$ cat src/pkg/ccou_defines.vh
// constants for the capture/compare output unit: register offsets,
// field positions, mode and vector codes
// assumes byte addresses on a 32-bit register bus, one word per register
`ifndef CCOU_DEFINES_VH
`define CCOU_DEFINES_VH
// register byte offsets
`define CCOU_A_CTRL 8'h00
`define CCOU_A_COUNT 8'h04
`define CCOU_A_VECT 8'h08
`define CCOU_A_CH0 8'h10
// register word indices
`define CCOU_I_CTRL 6'h00
`define CCOU_I_COUNT 6'h01
`define CCOU_I_VECT 6'h02
`define CCOU_I_CH0 6'h04
// global control fields
`define CCOU_C_MC 1:0
`define CCOU_C_CLR 2
`define CCOU_C_OVIE 3
`define CCOU_C_OVF 4
`define CCOU_C_GIE 5
// channel control fields
`define CCOU_K_EM 15:14
`define CCOU_K_IS 13:12
`define CCOU_K_SCS 11
`define CCOU_K_CAP 8
`define CCOU_K_OM 7:5
`define CCOU_K_IE 4
`define CCOU_K_OBIT 2
`define CCOU_K_COV 1
`define CCOU_K_FLG 0
// count modes
`define CCOU_MC_STOP 2'h0
`define CCOU_MC_UP 2'h1
`define CCOU_MC_CONT 2'h2
`define CCOU_MC_UPDN 2'h3
// shared vector codes
`define CCOU_V_NONE 4'h0
`define CCOU_V_CH1 4'h2
`define CCOU_V_CH2 4'h4
`define CCOU_V_OVF 4'hA
// bus responses
`define CCOU_R_OKAY 2'h0
`define CCOU_R_SLVERR 2'h2
`endif

$ cat src/logic/ccou_unused_placeholder_removed.v
`default_nettype none
`default_nettype wire

$ cat src/logic/ccou_channel.v
// one capture/compare channel: capture path, compare match, output unit
// assumes count and arrive come from the timer core in the same clock
`default_nettype none
`include "ccou_defines.vh"
module ccou_channel (
  // clock and reset
  input wire aclk,
  input wire aresetn,
  // timer core
  input wire tick,
  input wire arrive,
  input wire tclr,
  input wire [15:0] count,
  input wire peq,
  // capture sources
  input wire in_a,
  input wire in_b,
  // register access
  input wire ctl_we,
  input wire ccr_we,
  input wire ccr_rd,
  input wire flag_clr,
  input wire [15:0] wdata,
  output wire [15:0] ctl_rv,
  output wire [15:0] ccr_v,
  output wire req,
  output wire eq,
  output reg out_q
);
  reg [15:0] ccr_q;
  reg [1:0] em_q;
  reg [1:0] is_q;
  reg [2:0] om_q;
  reg scs_q, synced_input_bit_q, cap_q, ie_q, obit_q, cov_q, flg_q;
  reg lvl_q, unread_q, pend_q;
  wire lvl, rise, fall, edge_hit, cap_now;

  // selected input; upper select bit picks ground or supply by lower bit
  assign lvl = is_q[1] ? is_q[0] : (is_q[0] ? in_b : in_a); // see RULE6
  assign rise = lvl & ~lvl_q;
  assign fall = ~lvl & lvl_q;
  assign edge_hit = (em_q[0] & rise) | (em_q[1] & fall); // see RULE6
  // synced capture waits for the next timer tick, avoiding input races
  assign cap_now = cap_q & (scs_q ? (pend_q | edge_hit) & tick
                                  : edge_hit); // see RULE8
  // match only by counting: arrive is never raised by a count write
  assign eq = arrive & ~cap_q & (count == ccr_q); // see RULE11
  assign req = flg_q & ie_q;
  assign ccr_v = ccr_q;
  assign ctl_rv = {em_q, is_q, scs_q, synced_input_bit_q, 1'b0, cap_q, om_q,
                   ie_q, lvl, obit_q, cov_q, flg_q};

  // control fields and capture bookkeeping
  always @(posedge aclk) begin
    if (!aresetn) begin
      em_q <= 2'h0;
      is_q <= 2'h0;
      om_q <= 3'h0;
      scs_q <= 1'b0;
      cap_q <= 1'b0;
      ie_q <= 1'b0;
      obit_q <= 1'b0;
      lvl_q <= 1'b0;
      pend_q <= 1'b0;
    end else begin
      lvl_q <= lvl;
      pend_q <= cap_q & scs_q & (pend_q | edge_hit) & ~tick;
      if (ctl_we) begin
        em_q <= wdata[`CCOU_K_EM];
        is_q <= wdata[`CCOU_K_IS];
        om_q <= wdata[`CCOU_K_OM];
        scs_q <= wdata[`CCOU_K_SCS];
        cap_q <= wdata[`CCOU_K_CAP]; // see RULE6
        ie_q <= wdata[`CCOU_K_IE];
        obit_q <= wdata[`CCOU_K_OBIT];
      end
    end
  end

  // value register: no buffering, a write lands at once; capture wins
  always @(posedge aclk) begin
    if (!aresetn) begin
      ccr_q <= 16'h0000;
      unread_q <= 1'b0;
    end else begin
      if (cap_now)
        ccr_q <= count; // see RULE7
      else if (ccr_we)
        ccr_q <= wdata; // see RULE4
      if (cap_now)
        unread_q <= 1'b1;
      else if (ccr_rd)
        unread_q <= 1'b0;
    end
  end

  // flags: hardware set beats software or service clear
  always @(posedge aclk) begin
    if (!aresetn) begin
      flg_q <= 1'b0;
      cov_q <= 1'b0;
      synced_input_bit_q <= 1'b0;
    end else begin
      if (cap_now | eq)
        flg_q <= 1'b1; // see RULE7 RULE11
      else if (flag_clr)
        flg_q <= 1'b0;
      else if (ctl_we)
        flg_q <= wdata[`CCOU_K_FLG]; // see RULE21
      if (cap_now & unread_q)
        cov_q <= 1'b1; // see RULE9
      else if (ctl_we)
        cov_q <= wdata[`CCOU_K_COV];
      if (eq)
        synced_input_bit_q <= lvl; // see RULE11
    end
  end

  // output unit; matches arrive on timer ticks, so changes follow them except mode 0 and the mode 1 tclr clear
  always @(posedge aclk) begin
    if (!aresetn) begin
      out_q <= 1'b0;
    end else begin
      case (om_q) // see RULE12 RULE18
        3'h0: out_q <= obit_q; // see RULE13
        3'h1: begin
          if (tclr)
            out_q <= 1'b0;
          else if (eq)
            out_q <= 1'b1; // see RULE14
        end
        3'h2: begin
          if (peq)
            out_q <= 1'b0;
          else if (eq)
            out_q <= ~out_q; // see RULE15
        end
        3'h3: begin
          if (peq)
            out_q <= 1'b0;
          else if (eq)
            out_q <= 1'b1; // see RULE15
        end
        3'h4: if (eq) out_q <= ~out_q; // see RULE17
        3'h5: if (eq) out_q <= 1'b0; // see RULE14
        3'h6: begin
          if (peq)
            out_q <= 1'b1;
          else if (eq)
            out_q <= ~out_q; // see RULE16
        end
        3'h7: begin
          if (peq)
            out_q <= 1'b1;
          else if (eq)
            out_q <= 1'b0; // see RULE16
        end
        default: out_q <= out_q;
      endcase
    end
  end
endmodule // ccou_channel
`default_nettype wire

$ cat src/logic/ccou_top.v
// capture/compare timer: counter core, channels, vectors, register slave
// assumes an AXI4-Lite master on aclk and synchronous capture inputs
//
// Summary of operation
// RULE1 - rewrite while descending: fall to zero, new period after that
// RULE2 - rewrite while rising to at least the count: climb to new period
// RULE3 - rewrite while rising below count: reverse and count down
// RULE4 - channel value writes take effect at once, no dead-time guard
// RULE5 - two or three identical channels, capture or compare each
// RULE6 - capture mode bit, input select, edge select; input level readable
// RULE7 - capture edge copies count into channel register, sets flag
// RULE8 - sync bit delays capture to the next timer tick
// RULE9 - second capture before read sets overflow flag, software clears
// RULE10 - software capture: both edges, upper select set, toggle lower
// RULE11 - compare match sets flag, equal pulse, output, latches input
// RULE12 - eight output modes, changes on timer clock except mode zero; here mode one also clears at once on a count clear (tclr)
// RULE13 - mode zero: output follows software output bit
// RULE14 - mode one sets on match; mode five clears on match
// RULE15 - modes two and three: toggle or set, clear on period
// RULE16 - modes six and seven: toggle or clear, set on period
// RULE17 - mode four toggles on every match
// RULE18 - up/down: matches act in both directions plus period match
// RULE19 - software keeps a mode bit set while changing output mode
// RULE20 - dedicated vector for channel zero, shared vector for rest
// RULE21 - software sets or clears flags; request needs both enables
// RULE22 - channel zero flag highest, auto-cleared when serviced
// RULE23 - only counting triggers matches, count writes do not
// RULE24 - shared vector access clears highest pending flag
//
// Local design decisions: the register addresses and the AXI4-Lite slave port.
`default_nettype none
`include "ccou_defines.vh"
module ccou_top #(
  parameter NCH = 3,
  parameter TICK_DIV = 1
) (
  // clock and reset
  input wire aclk,
  input wire aresetn,
  // write address and data
  input wire awvalid,
  output reg awready_q,
  input wire [7:0] awaddr,
  input wire wvalid,
  output reg wready_q,
  input wire [31:0] wdata,
  input wire [3:0] wstrb,
  // write response
  output reg bvalid_q,
  input wire bready,
  output reg [1:0] bresp_q,
  // read address and data
  input wire arvalid,
  output reg arready_q,
  input wire [7:0] araddr,
  output reg rvalid_q,
  input wire rready,
  output reg [31:0] rdata_q,
  output reg [1:0] rresp_q,
  // capture inputs and channel outputs
  input wire [NCH-1:0] cap_in_a,
  input wire [NCH-1:0] cap_in_b,
  output wire [NCH-1:0] chan_out,
  // interrupt requests and service acknowledge
  input wire period_irq_ack,
  output reg irq_period_q,
  output reg irq_shared_q
);
  // ==========
  // decode helpers
  // ==========
  // register exists at this word index
  function valid_idx(input [5:0] idx);
    begin
      valid_idx = (idx < `CCOU_I_VECT + 6'h01) |
        ((idx >= `CCOU_I_CH0) & (idx < `CCOU_I_CH0 + 2 * NCH));
    end
  endfunction

  // shared vector: channel 1, channel 2, then overflow
  function [3:0] vcode(input [2:0] p);
    begin
      if (p[0])
        vcode = `CCOU_V_CH1;
      else if (p[1])
        vcode = `CCOU_V_CH2;
      else if (p[2])
        vcode = `CCOU_V_OVF;
      else
        vcode = `CCOU_V_NONE;
    end
  endfunction

  reg [7:0] awa_q;
  reg [31:0] wd_q;
  reg [3:0] ws_q;
  reg aw_full_q, w_full_q;
  reg [1:0] mc_q;
  reg ovie_q, ovf_q, gie_q, tclr_q;
  reg [15:0] cnt_q, shadow_q;
  reg dn_q, arr_q, tick_q;
  reg [7:0] div_q;
  reg [15:0] rd_mux;
  wire wr_go, rd_go, wr_ok, vacc;
  wire [5:0] widx, ridx;
  wire [NCH-1:0] req, ceq, flag_clr, ctl_we, ccr_we, ccr_rd;
  wire [16*NCH-1:0] ctl_rv, ccr_v;
  wire [2:0] vpend;
  wire [3:0] vc;
  wire peq, run;

  // ==========
  // register bus slave
  // ==========
  assign wr_go = aw_full_q & w_full_q & ~bvalid_q;
  assign rd_go = arvalid & arready_q;
  assign widx = awa_q[7:2];
  assign ridx = araddr[7:2];
  // partial writes of the low half-word are dropped on purpose
  assign wr_ok = valid_idx(widx) & (awa_q[1:0] == 2'h0) &
                 (ws_q[1:0] == 2'h3);

  // address and data are held separately, so either may come first
  always @(posedge aclk) begin
    if (!aresetn) begin
      awready_q <= 1'b0;
      wready_q <= 1'b0;
      aw_full_q <= 1'b0;
      w_full_q <= 1'b0;
      bvalid_q <= 1'b0;
      bresp_q <= `CCOU_R_OKAY;
      awa_q <= 8'h00;
      wd_q <= 32'h00000000;
      ws_q <= 4'h0;
    end else begin
      awready_q <= ~aw_full_q & ~bvalid_q & ~(awvalid & awready_q);
      wready_q <= ~w_full_q & ~bvalid_q & ~(wvalid & wready_q);
      if (awvalid & awready_q) begin
        aw_full_q <= 1'b1;
        awa_q <= awaddr;
      end
      if (wvalid & wready_q) begin
        w_full_q <= 1'b1;
        wd_q <= wdata;
        ws_q <= wstrb;
      end
      if (wr_go) begin
        aw_full_q <= 1'b0;
        w_full_q <= 1'b0;
        bvalid_q <= 1'b1;
        bresp_q <= valid_idx(widx) & (awa_q[1:0] == 2'h0) ?
                   `CCOU_R_OKAY : `CCOU_R_SLVERR;
      end else if (bvalid_q & bready) begin
        bvalid_q <= 1'b0;
      end
    end
  end

  // read data mux
  always @* begin
    rd_mux = 16'h0000;
    case (ridx)
      `CCOU_I_CTRL: rd_mux = {10'h000, gie_q, ovf_q, ovie_q, 1'b0, mc_q};
      `CCOU_I_COUNT: rd_mux = cnt_q;
      `CCOU_I_VECT: rd_mux = {12'h000, vc};
      default: begin
        if (valid_idx(ridx) & ridx[0])
          rd_mux = ccr_v[16 * ((ridx - `CCOU_I_CH0) >> 1) +: 16];
        else if (valid_idx(ridx))
          rd_mux = ctl_rv[16 * ((ridx - `CCOU_I_CH0) >> 1) +: 16];
      end
    endcase
  end

  // one read at a time, answered the cycle after the address is taken
  always @(posedge aclk) begin
    if (!aresetn) begin
      arready_q <= 1'b0;
      rvalid_q <= 1'b0;
      rdata_q <= 32'h00000000;
      rresp_q <= `CCOU_R_OKAY;
    end else begin
      arready_q <= ~rvalid_q & ~rd_go;
      if (rd_go) begin
        rvalid_q <= 1'b1;
        rdata_q <= {16'h0000, rd_mux};
        rresp_q <= valid_idx(ridx) & (araddr[1:0] == 2'h0) ?
                   `CCOU_R_OKAY : `CCOU_R_SLVERR;
      end else if (rvalid_q & rready) begin
        rvalid_q <= 1'b0;
      end
    end
  end

  // ==========
  // timer core
  // ==========
  assign run = tick_q & (mc_q != `CCOU_MC_STOP);

  // tick divider; the timer clock is a one-cycle enable
  always @(posedge aclk) begin
    if (!aresetn | tclr_q) begin
      div_q <= 8'h00;
      tick_q <= 1'b0;
    end else begin
      tick_q <= (div_q == 8'h00);
      div_q <= (div_q >= TICK_DIV[7:0] - 8'h01) ? 8'h00 : div_q + 8'h01;
    end
  end

  // counter; the shadow takes channel 0 at once and steers turn-around
  always @(posedge aclk) begin
    if (!aresetn) begin
      mc_q <= `CCOU_MC_STOP;
      ovie_q <= 1'b0;
      gie_q <= 1'b0;
      ovf_q <= 1'b0;
      tclr_q <= 1'b0;
      cnt_q <= 16'h0000;
      shadow_q <= 16'h0000;
      dn_q <= 1'b0;
      arr_q <= 1'b0;
    end else begin
      shadow_q <= ccr_v[15:0]; // see RULE1
      tclr_q <= wr_go & wr_ok & (widx == `CCOU_I_CTRL) &
                wd_q[`CCOU_C_CLR];
      arr_q <= 1'b0;
      if (wr_go & wr_ok & (widx == `CCOU_I_CTRL)) begin
        mc_q <= wd_q[`CCOU_C_MC];
        ovie_q <= wd_q[`CCOU_C_OVIE];
        gie_q <= wd_q[`CCOU_C_GIE];
      end
      // count writes do not raise arrive, so they match nothing
      if (tclr_q) begin
        cnt_q <= 16'h0000;
        dn_q <= 1'b0;
      end else if (wr_go & wr_ok & (widx == `CCOU_I_COUNT)) begin
        cnt_q <= wd_q[15:0]; // see RULE23
      end else if (run) begin
        case (mc_q)
          `CCOU_MC_UP: begin
            if (shadow_q != 16'h0000) begin
              arr_q <= 1'b1;
              cnt_q <= (cnt_q >= shadow_q) ? 16'h0000 : cnt_q + 16'h0001;
            end
          end
          `CCOU_MC_CONT: begin
            arr_q <= 1'b1;
            cnt_q <= cnt_q + 16'h0001;
          end
          `CCOU_MC_UPDN: begin
            if (shadow_q != 16'h0000) begin
              arr_q <= 1'b1;
              if (dn_q & (cnt_q == 16'h0000)) begin
                dn_q <= 1'b0;
                cnt_q <= 16'h0001;
              end else if (dn_q) begin
                cnt_q <= cnt_q - 16'h0001; // see RULE1
              end else if (cnt_q >= shadow_q) begin
                dn_q <= 1'b1;
                cnt_q <= cnt_q - 16'h0001; // see RULE3
              end else begin
                cnt_q <= cnt_q + 16'h0001; // see RULE2
              end
            end
          end
          default: cnt_q <= cnt_q;
        endcase
      end
      // overflow flag: hardware set beats vector clear and software
      if (run & (((mc_q == `CCOU_MC_UP) & (shadow_q != 16'h0000) &
                   (cnt_q >= shadow_q)) |
                 ((mc_q == `CCOU_MC_CONT) & (cnt_q == 16'hFFFF)) |
                 ((mc_q == `CCOU_MC_UPDN) & dn_q & (cnt_q == 16'h0001))))
        ovf_q <= 1'b1;
      else if (vacc & (vc == `CCOU_V_OVF))
        ovf_q <= 1'b0; // see RULE24
      else if (wr_go & wr_ok & (widx == `CCOU_I_CTRL))
        ovf_q <= wd_q[`CCOU_C_OVF];
    end
  end

  // period equal: channel 0 match, in either direction
  assign peq = arr_q & (cnt_q == ccr_v[15:0]); // see RULE18

  // ==========
  // channels
  // ==========
  genvar i;
  generate
    for (i = 0; i < NCH; i = i + 1) begin : g_ch // see RULE5
      assign ctl_we[i] = wr_go & wr_ok &
                         (widx == `CCOU_I_CH0 + 2 * i);
      assign ccr_we[i] = wr_go & wr_ok &
                         (widx == `CCOU_I_CH0 + 2 * i + 1);
      assign ccr_rd[i] = rd_go & (ridx == `CCOU_I_CH0 + 2 * i + 1);
      if (i == 0) begin : g_c0
        assign flag_clr[i] = period_irq_ack; // see RULE22
      end else begin : g_cn
        assign flag_clr[i] = vacc & (vc == 2 * i); // see RULE24
      end
      ccou_channel u_ch (
        .aclk(aclk),
        .aresetn(aresetn),
        .tick(tick_q),
        .arrive(arr_q),
        .tclr(tclr_q),
        .count(cnt_q),
        .peq(peq),
        .in_a(cap_in_a[i]),
        .in_b(cap_in_b[i]),
        .ctl_we(ctl_we[i]),
        .ccr_we(ccr_we[i]),
        .ccr_rd(ccr_rd[i]),
        .flag_clr(flag_clr[i]),
        .wdata(wd_q[15:0]),
        .ctl_rv(ctl_rv[16 * i +: 16]),
        .ccr_v(ccr_v[16 * i +: 16]),
        .req(req[i]),
        .eq(ceq[i]),
        .out_q(chan_out[i])
      );
    end
  endgenerate

  // ==========
  // interrupt vectors
  // ==========
  // disabled sources do not show in the shared vector
  assign vpend = {ovf_q & ovie_q, (NCH > 2) ? req[NCH-1] : 1'b0, req[1]};
  assign vc = vcode(vpend);
  // any read or write of the vector register counts as access
  assign vacc = (wr_go & (widx == `CCOU_I_VECT)) |
                (rd_go & (ridx == `CCOU_I_VECT)); // see RULE24

  // requests gated by the global enable
  always @(posedge aclk) begin
    if (!aresetn) begin
      irq_period_q <= 1'b0;
      irq_shared_q <= 1'b0;
    end else begin
      irq_period_q <= gie_q & req[0]; // see RULE20 RULE21 RULE22
      irq_shared_q <= gie_q & (vpend != 3'h0); // see RULE20 RULE21
    end
  end
endmodule // ccou_top
`default_nettype wire

$ cat config.mk
export PLATFORM = sky130hd
export DESIGN_NAME = ccou_top
export DESIGN_NICKNAME = d
export VERILOG_FILES = /design/src/logic/ccou_unused_placeholder_removed.v /design/src/logic/ccou_channel.v /design/src/logic/ccou_top.v
export VERILOG_INCLUDE_DIRS = /design/src /design/src/pkg
export SDC_FILE = /design/constraint.sdc
export NUM_CORES = 1
export LEC_CHECK = 0
export BUFFER_PORTS_ARGS = -buffer_cell sky130_fd_sc_hd__buf_2
export CORE_UTILIZATION = 50
export CTS_CLUSTER_SIZE = 25
export DETAILED_ROUTE_END_ITERATION = 16
export HOLD_SLACK_MARGIN = 0.06
export PLACE_DENSITY = 0.77
export SLEW_MARGIN = 20
export SYNTH_ARGS = -nofsm -noshare
export SYNTH_HDL_FRONTEND = slang
export SYNTH_SLANG_ARGS = --single-unit
$ cat constraint.sdc
create_clock -name aclk -period 5.53 [get_ports aclk]
set_clock_uncertainty 0.1 [all_clocks]
set_input_delay 0.553 -clock aclk [delete_from_list [all_inputs] [get_ports aclk]]
set_output_delay 0.553 -clock aclk [all_outputs]
set_load 0.05 [all_outputs]
After elaboration in Yosys (flattened, before gate mapping)
Index checks and enable logic that the tools add are counted.
{"block": "totals", "regBits": 206, "input_bits": 66, "out_inout_bits": 46, "wordCells": 387}
{"block": "op_classes", "add_sub_neg": 4, "order_cmp": 8, "n_eq_ne": 48, "n_shift": 2, "mux": 92, "n_bitwise": 125, "n_reduce_logical": 37}
{"op": "16-bit 2-to-1 mux", "n": 16}
{"op": "16-bit one-hot mux with 3 select lines", "n": 2}
{"op": "48-bit by 33-bit indexed part select with 16-bit output", "n": 2}
{"op": "1-bit bitwise AND", "n": 87}
{"op": "1-bit 2-to-1 mux", "n": 65}
{"op": "16-bit == test", "n": 3}
{"op": "3-bit == test (second input constant)", "n": 12}
{"op": "6-bit by 3-bit == test with 1-bit output (second input constant)", "n": 6}
{"op": "2-bit nonzero test", "n": 13}
{"op": "1-bit one-hot mux with 8 select lines", "n": 3}
{"op": "1-bit NOT", "n": 23}
{"op": "3-bit by 2-bit == test with 1-bit output (second input constant)", "n": 6}
{"op": "6-bit by 4-bit == test with 1-bit output (second input constant)", "n": 3}
{"op": "16-bit by 1-bit adder with 16-bit output (second input constant)", "n": 1}
{"op": "16-bit by 1-bit == test with 1-bit output (second input constant)", "n": 1}
{"op": "16-bit == test (second input constant)", "n": 1}
{"op": "16-bit >= comparator", "n": 1}
{"op": "16-bit logical NOT", "n": 1}
{"op": "16-bit nonzero test", "n": 1}
{"op": "16-bit by 1-bit subtractor with 16-bit output (second input constant)", "n": 1}
{"op": "1-bit bitwise OR", "n": 15}
{"op": "3-bit nonzero test", "n": 5}
{"op": "6-bit by 1-bit == test with 1-bit output (second input constant)", "n": 2}
{"op": "6-bit by 2-bit == test with 1-bit output (second input constant)", "n": 2}
{"op": "other kinds (25)", "n": 44}

Depth between registers and ports, before layout
Gate-level depths: netlist of the first run.
{"block": "logic_depth", "ltp_word": 12, "depth_mapped": 13, "mapped_depth_nobuf": 12}

Modules after synthesis
Synthesis of the first run repeated with hierarchy kept, for this count alone.
{"block": "unflattened", "cells_unflattened": 1371, "hier_area_um2": 11653.7}
{"module": "ccou_top", "instances": 1, "cells_each": 801, "area_each_um2": 6132.1, "seq_area_each_um2": 1881.8}
{"module": "ccou_channel", "instances": 3, "cells_each": 190, "area_each_um2": 1840.5, "seq_area_each_um2": 680.7}

Worst setup path after synthesis of the first run
Ideal clock, no wire load.
{"block": "synth_timing", "kind": "in2reg", "from": "input port araddr[4]", "to": "register rdata_q[15]", "setup_time_ns": 0.070, "arrival_ns": 2.718, "required_ns": 5.360, "path_slack_ns": 2.642, "cell_stages": 12, "n_path_buf": 3, "cell_sequence": "buf_2 > inv_1 > clkbuf_1 > ha_1 > a21boi_0 > o21ai_1 > nor2_2 > buf_2 > nand2_1 > a31oi_1 > nand3_1 > a21oi_1"}
{"block": "synth_via", "elab_chain_cells": 6, "elab_cells_between_ends": 15, "cone_classes": "add/sub (1); order compare (3); eq/ne (2); shift (2); mux (3); bitwise (3); reduce/logical (1)"}
{"item": "from (decl)", "line_no": "ccou_top.v:55", "rtl": "input wire [7:0] araddr,"}
{"item": "branches (longest 5 deep; another with 6-bit by 3-bit subtractor with 7-bit output)"}
{"item": "16-bit one-hot mux with 3 select lines *", "line_no": "ccou_top.v:162", "rtl": "case (ridx)"}
{"item": "to (signal assigned)", "line_no": "ccou_top.v:186", "rtl": "rdata_q <= {16'h0000, rd_mux};"}
{"item": "to (decl)", "line_no": "ccou_top.v:58", "rtl": "output reg [31:0] rdata_q,"}
Mark *: on every way between the ends.
A chain may end at the register's enable or synchronous reset.

Final worst setup path of the first run
{"block": "layout_timing", "from": "register cnt_q[0]", "to": "register cnt_q[14]"}
{"block": "layout_via", "elab_chain_cells": 8, "elab_cells_between_ends": 14, "cone_classes": "add/sub (2); order compare (1); mux (9); bitwise (1); reduce/logical (1)"}
{"item": "from (decl)", "line_no": "ccou_top.v:100", "rtl": "reg [15:0] cnt_q, shadow_q;"}
{"item": "from (signal assigned)", "line_no": "ccou_top.v:238", "rtl": "cnt_q <= wd_q[15:0];"}
{"item": "from (signal assigned)", "line_no": "ccou_top.v:244", "rtl": "cnt_q <= (cnt_q >= shadow_q) ? 16'h0000 : cnt_q + 16'h0001;"}
{"item": "from (signal assigned)", "line_no": "ccou_top.v:249", "rtl": "cnt_q <= cnt_q + 16'h0001;"}
{"item": "16-bit by 1-bit adder with 16-bit output, or another cell as far along", "line_no": "ccou_top.v:244, ccou_top.v:249, ccou_top.v:263"}
{"item": "16-bit 2-to-1 mux", "line_no": "ccou_top.v:259", "rtl": "end else if (cnt_q >= shadow_q) begin"}
{"item": "16-bit 2-to-1 mux", "line_no": "ccou_top.v:257", "rtl": "end else if (dn_q) begin"}
{"item": "16-bit 2-to-1 mux", "line_no": "ccou_top.v:254", "rtl": "if (dn_q & (cnt_q == 16'h0000)) begin"}
{"item": "16-bit 2-to-1 mux", "line_no": "ccou_top.v:252", "rtl": "if (shadow_q != 16'h0000) begin"}
{"item": "16-bit one-hot mux with 3 select lines *", "line_no": "ccou_top.v:240", "rtl": "case (mc_q)"}
{"item": "16-bit 2-to-1 mux *", "line_no": "ccou_top.v:239", "rtl": "end else if (run) begin"}
{"item": "16-bit 2-to-1 mux *", "line_no": "ccou_top.v:237", "rtl": "end else if (wr_go & wr_ok & (widx == `CCOU_I_COUNT)) begin"}
Every way passes the cells marked *; elsewhere a longest branch is shown, timed or not. The select of a mux whose other input is x is not followed.

==> results of run 1 <==
## logic make-up (layout without fill, tap and decap cells)
| logic type | after synthesis | after routing | synth area share |
|---|---|---|---|
| simple gates | 567 | 567 | 0.250 |
| compound gates | 341 | 341 | 0.200 |
| flops | 196 | 196 | 0.353 |
| buf+inv | 177 | 167 | 0.0704 |
| xor+xnor | 55 | 55 | 0.0433 |
| mux | 54 | 54 | 0.0490 |
| fa+ha+maj | 30 | 30 | 0.0337 |
| other cells | 1 | 18 | 0.000337 |
## Yosys cell counts, drive strengths merged (19+ instances only)
cell / instances / area [um2]
nand2: 199 / 752
nand3: 68 / 345
clkbuf: 89 / 334
o211ai: 19 / 143
inv: 37 / 139
xnor2: 40 / 350
nor3: 41 / 225
ha: 30 / 375
nor2: 105 / 397
buf: 50 / 307
nor2b: 29 / 181
o21ai: 76 / 380
mux2i: 50 / 500
a21oi: 107 / 536
and2: 27 / 171
dfxtp: 196 / 3920
## worst max-delay path: cells and delay by family, from the launching register on
family,cells,cell delay [ns]
AO/OA/AOI/OAI,4,1.10
adder cells (fa/ha/maj),1,0.36
buffers and inverters,1,0.26
flip-flops,1,0.78
AND/OR/NAND/NOR,4,0.91
## path summary, 6_finish.rpt
path | from | end | slack [ns] | cells past startpoint
worst max-delay path | cnt_q[0] | cnt_q[14] | 1.97 | 10
worst min-delay path | wdata[7] | wd_q[7] | 0.23 | 3
worst max register to register | cnt_q[0] | cnt_q[14] | 1.97 | 10
worst min register to register | rvalid_q | arready_q | 0.35 | 1
## per-layer routing
| layer | share of wire | wire length (um) | track usage |
|---|---|---|---|
| met2 | 0.43 | 15300 | 0.472 |
| met4 | 0.048 | 1740 | 0.159 |
| met5 | 0 | 0 | 0 |
| met3 | 0.12 | 4130 | 0.0804 |
| met1 | 0.41 | 14700 | 0.431 |
## cell type report
type                    instances  area, um2
well taps                     280        350
clock buffers                  20        457
flip-flops and latches        196       3920
inverters                      38        143
repair buffers                 97        541
multi-input cells            1065       6490
fillers                      2044       9830
clock inverters                12       93.8
## sequential cells by signal, summed over array words and instances, names as in the netlist, 6 cells and up
name / cells
wd_q: 16
shadow_q: 16
g_ch.u_ch.ccr_v: 48
cnt_q: 16
g_ch.u_ch.em_q: 6
g_ch.u_ch.om_q: 9
rdata_q: 16
g_ch.u_ch.is_q: 6
awa_q: 8
## stage by stage
step | cells | power (mW) | instance area (um2) | setup slack, ns | utilization
floorplan | 1438 | 1.67 | 11200 | 2.64 | -
global placement | 1676 | 1.74 | 11400 | 1.68 | 0.524
detailed placement | 1676 | 1.74 | 11400 | 1.66 | 0.524
CTS | 1708 | 2.91 | 12000 | 2.08 | 0.550
global route | 1708 | 2.99 | 12000 | 1.72 | 0.550
finish | 1708 | 2.91 | 12000 | 1.97 | 0.550
## power groups by stage
stage	clock network (mW)	logic, mW	registers, mW
global route	1.25	0.259	1.47
global placement	0	0.236	1.50
CTS	1.20	0.238	1.47
finish	1.20	0.241	1.47
floorplan	0	0.153	1.52
detailed placement	0	0.237	1.50
==> parameters.txt, run 1 <==
Parameter                              Value

Pwr
  Proportion of power drawn by the clock network    0.411
  Share of total power in sequential cells    0.506
  Internal power    2.10 mW
  Sw Share    0.277
  IR Drop Worst-Case VDD    0.211 mV
  Power per unit of standard cell area    243 nW/um2
  Leakage    4.80 nW
  Switch Pwr    0.806 mW
  Power share of the combinational group    0.083

Global routing
  Number of antenna violations at the first check in global routing    0
  Total congestion overflow after global routing    0
  Global-route usage over all layers    0.320
  Pin count of the biggest net entering global routing    60
  First-pass GRT wire length    54,700 um
  Vias in the first global route    9,432

Clocking
  Largest buffer count on any clock path    2
  Total number of H-tree levels    4
  Buffers inserted by post-CTS timing repair    0
  Clock sink total    196
  Clock latency of the later-clocked register in the worst-skew pair    0.45 ns
  Total of cells resized after clock tree synthesis    0
  Number of buffers inserted during clock tree synthesis    17
  Clock edge transition at the registers on the reported setup and hold paths    0.07 ns
  Clock tree root buffer cell    sky130_fd_sc_hd__clkbuf_16
  Post-CTS Hold Fix Bufs    0
  Clock tree from TritonCTS    yes

Critical path
  Critical path peak fanout    15
  Worst path arrival time    3.86 ns
  Critical Path Source Type    register
  Required time of the worst setup path    5.82 ns
  Critical path capture point type    register
  Critical Setup Path Class    reg2reg
  Critical-path cell with the highest stage delay    sky130_fd_sc_hd__dfxtp_1
  Chain of cells forming the critical path    inv_1 -> ha_1 -> a31oi_1 -> nor2b_1 -> o211ai_1 -> nand4_1 -> nand2_1 -> nand2b_1 -> a2111oi_1 -> o31a_1
  Maximum cell stage delay along the critical path    0.78 ns

Final layout
  Most common cell after layout, fill and taps aside    sky130_fd_sc_hd__nand2_1
  Number of inserted diodes    0
  Commonest cells after routing, fill and taps aside    197 x sky130_fd_sc_hd__nand2_1, 196 x sky130_fd_sc_hd__dfxtp_1, 107 x sky130_fd_sc_hd__a21oi_1
  Final net count    1,511
  Fraction of layout cells with a size suffix above 1    0.117
  Layout overhead on the synthesized area    7.85%

Min path
  Path category of the worst min-delay check    in2reg

Route
  Vias    10,700
  ANT nets after route    0
  Post-detailed-route DRC marker count    0
  First drt pass iteration count    8
  Detail-routed net length per standard cell    21.0 um
  Mean number of vias per cell    6.26
  WL final    35,900 um
  First DRT Iteration DRCs    1,359

Synth
  Number of synthesized flops with an enable pin    0
  Synthesized cell area    11,100 um2
  Proportion of synthesized chip area in sequential cells    0.353
  Warnings from Yosys    0
  Avg Cell Area, Syn    7.83 um2
  Count of state elements after synthesis    196
  Prevailing post-synth register cell    sky130_fd_sc_hd__dfxtp_1
  Post-synthesis instance total    1,421
  Number of distinct library cell variants in the gate-level netlist after synthesis    76
  Post-synthesis async set-or-reset flop share    0

Placed design
  Placer congestion estimate    0.953
  Detailed placer's ending HPWL    24,800 um
  Number of port buffers    75

Floorplan
  Initial cell density of the core    0.510
  Floorplan die area    22,800 um2
  I/O pin count    112
  Die span in x    151 um
  Core Rows    54
  Height of the chip    151 um
  Area of the core    21,800 um2

Timing
  Fin. max-slew vios    0
  Final Hold Fails    0
  Final Critical Period    3.56 ns
  Min Hold Slack    0.234 ns
  RSZ-0062 raised after global routing    no
  Total Neg Setup Slack    0 ns
  Setup-failing EPs final    0
  Share of the clock period used by the worst path after layout    0.644
  Actual slew at the worst max-slew pin    1.14 ns
  Worst relative slew slack    0.238
  Max Fclk    281 MHz

Run
  Count of max-cap constraint violations    0

Run status
  Result of the run    completed
(Power assumes the default switching activity.)
==> run 2: changes to the inputs <==
==> constraint.sdc (replaced) <==
create_clock -name aclk -period 3.3 [get_ports aclk]
set_clock_uncertainty 0.1 [all_clocks]
set_input_delay 0.33 -clock aclk [delete_from_list [all_inputs] [get_ports aclk]]
set_output_delay 0.33 -clock aclk [all_outputs]
set_load 0.05 [all_outputs]
==> run 2 against run 1 <==
- setup slack got worse by 1.7 ns
- via count rose by 4.1%
- sequential share of layout area down 1.9 points
- critical path type unchanged
- highest routed layer unchanged
==> parameters.txt, run 2 (synthesis gave the netlist of run 1 again) <==
Parameter                              Value

Run status
  Result of the run    completed

Pwr
  Switch Pwr    1.47 mW
  IR Drop Worst-Case VDD    0.371 mV
  Power share of the combinational group    0.089
  Sw Share    0.284
  Power per unit of standard cell area    407 nW/um2
  Leakage    5.20 nW
  Proportion of power drawn by the clock network    0.436
  Share of total power in sequential cells    0.475
  Internal power    3.71 mW

Global routing
  First-pass GRT wire length    58,400 um
  Pin count of the biggest net entering global routing    88
  Number of antenna violations at the first check in global routing    0
  Vias in the first global route    10,300
  Global-route usage over all layers    0.341
  Total congestion overflow after global routing    0

Critical path
  Capture point of the worst reg-to-reg path    cnt_q[5]
  Required time of the worst setup path    3.56 ns
  Critical-path cell with the highest stage delay    sky130_fd_sc_hd__nor2_1
  Worst path arrival time    3.33 ns
  Worst path buffer plus inverter count    1
  Maximum cell stage delay along the critical path    0.60 ns
  Critical Path Source Type    register
  Critical path capture point type    register
  Chain of cells forming the critical path    inv_1 -> ha_1 -> nand4_1 -> nor3_2 -> o211ai_1 -> and3_1 -> nor2_1 -> a211oi_1 -> a21oi_1 -> nor3b_1
  Top delay family on crit path    simple AND/OR/NAND/NOR gates
  Depth of the worst register-to-register path    10
  Critical path peak fanout    9
  Startpoint of the worst register-to-register path    shadow_q[15]
  Critical Setup Path Class    reg2reg
  Minimum setup slack among reg-to-reg paths    0.23 ns

Final layout
  Commonest cells after routing, fill and taps aside    197 x sky130_fd_sc_hd__nand2_1, 196 x sky130_fd_sc_hd__dfxtp_1, 107 x sky130_fd_sc_hd__a21oi_1
  Final net count    1,585
  Number of flip-flops under the largest register name    48
  Number of fillers in the final layout    1,956
  Most common cell after layout, fill and taps aside    sky130_fd_sc_hd__nand2_1
  Layout overhead on the synthesized area    14.4%
  Fraction of layout cells with a size suffix above 1    0.143

Floorplan
  Area of the core    21,800 um2
  I/O pin count    112
  Core Rows    54
  Height of the chip    151 um
  Initial cell density of the core    0.510
  Floorplan die area    22,800 um2
  Die span in x    151 um

Clocking
  Clock tree root buffer cell    sky130_fd_sc_hd__clkbuf_16
  Clock edge transition at the registers on the reported setup and hold paths    0.08 ns
  Total of cells resized after clock tree synthesis    0
  Largest buffer count on any clock path    2
  Total number of H-tree levels    4
  Clock sink total    196
  Number of buffers inserted during clock tree synthesis    17
  Buffers inserted by post-CTS timing repair    0
  Clock tree from TritonCTS    yes
  Clock latency of the later-clocked register in the worst-skew pair    0.45 ns

Min path
  Path category of the worst min-delay check    in2reg
  Endpoint of the worst hold-timing path    rresp_q[1]
  Instance count along the most critical hold path    3
  Startpoint of the worst hold path    araddr[0]

Timing
  Total Neg Setup Slack    0 ns
  Setup slack after layout    0.232 ns
  Worst relative slew slack    0.427
  Final Hold Fails    0
  Actual slew at the worst max-slew pin    0.859 ns
  Max Fclk    326 MHz
  Setup-failing EPs final    0
  RSZ-0062 raised after global routing    no
  Fin. max-slew vios    0
  Share of the clock period used by the worst path after layout    0.930
  Final Critical Period    3.07 ns

Placed design
  Detailed placer's ending HPWL    26,600 um
  Placer congestion estimate    0.998
  Number of port buffers    75
  Setup Slack @ Placement    0.284 ns

Route
  ANT nets after route    0
  First drt pass iteration count    9
  Detail-routed net length per standard cell    21.5 um
  Mean number of vias per cell    6.24
  WL final    38,300 um
  Post-detailed-route DRC marker count    0
  First DRT Iteration DRCs    1,679
  Vias    11,100

Run
  Count of max-cap constraint violations    0
[run 2: changes by cell type in the layout (fill, tap and decap cells not counted), sizes merged]
cell         before  now
diode             0    1
clkinvlp          2    0
dlygate4sd3       0   28
bufinv            0    2
inv              43   46
clkbuf           20   17
buf              97  143
[run 2: cell type report]
cell class | instances | area [um2] | share of cell area
Antenna cell | 1 | 2.50 | 0.000197
Clock buffer | 17 | 425 | 0.0334
Clock inverter | 15 | 206 | 0.0162
Multi-Input combinational cell | 1065 | 6490 | 0.510
Inverter | 38 | 143 | 0.0112
Sequential cell | 196 | 3920 | 0.308
Timing Repair Buffer | 171 | 1180 | 0.0927
Tap cell | 280 | 350 | 0.0275
[run 2: what timing repair did]
action | in CTS | in global routing
endpoints found under the setup margin | 0 | 0
hold buffers | 28 | 0
hold endpoints to repair | 28 | 0
[run 2: worst reg2reg max path: stages, from the launching register on]
cell and delay, ns:
sky130_fd_sc_hd__dfxtp_1 0.40, sky130_fd_sc_hd__inv_1 0.06, sky130_fd_sc_hd__ha_1 0.31, sky130_fd_sc_hd__nand4_1 0.17, sky130_fd_sc_hd__nor3_2 0.30, sky130_fd_sc_hd__o211ai_1 0.21, sky130_fd_sc_hd__and3_1 0.26, sky130_fd_sc_hd__nor2_1 0.60
sky130_fd_sc_hd__a211oi_1 0.19, sky130_fd_sc_hd__a21oi_1 0.17, sky130_fd_sc_hd__nor3b_1 0.22
[run 2: power by group through the flow]
stage               Sequential (mW)  Combinational (mW)  Clock, mW
floorplan                      2.54               0.256          0
global placement               2.51               0.417          0
detailed placement             2.51               0.421          0
CTS                            2.46               0.448       2.26
global route                   2.46               0.488       2.36
finish                         2.46               0.461       2.26
[run 2: per-stage QoR]
step | hold slack (ns) | instance area (um2) | utilization | instances | total power [mW]
2_1_floorplan | 0.323 | 11200 | - | 1438 | 2.80
3_3_place_gp | 0.335 | 11800 | 0.541 | 1722 | 2.93
3_5_place_dp | 0.348 | 11800 | 0.541 | 1722 | 2.94
4_1_cts | 0.0668 | 12700 | 0.583 | 1782 | 5.16
5_1_grt | 0.0820 | 12700 | 0.583 | 1782 | 5.31
6_report | 0.0615 | 12700 | 0.583 | 1783 | 5.18
[run 2: worst max path at each step]
stage / startpoint / to / slack, ns / cells after the start
6_report: shadow_q[15] / cnt_q[5] / 0.23 / 10
5_1_grt: cnt_q[15] / cnt_q[5] / 0.02 / 9
4_1_cts: cnt_q[6] / g_ch[0].u_ch.out_q / 0.26 / 12
3_5_place_dp: cnt_q[6] / g_ch[0].u_ch.out_q / 0.28 / 12
3_3_place_gp: cnt_q[6] / g_ch[0].u_ch.out_q / 0.27 / 12
2_1_floorplan: cnt_q[4] / g_ch[0].u_ch.out_q / 0.50 / 13
[run 2: per-layer routing]
metal | vias to the layer above | share of wire | wire, um | global-route usage
li1 | 5099 | - | - | -
met1 | 5165 | 0.41 | 15700 | 0.466
met2 | 738 | 0.43 | 16500 | 0.508
met3 | 128 | 0.11 | 4330 | 0.0747
met4 | 0 | 0.047 | 1810 | 0.163
met5 | - | 0 | 0 | 0
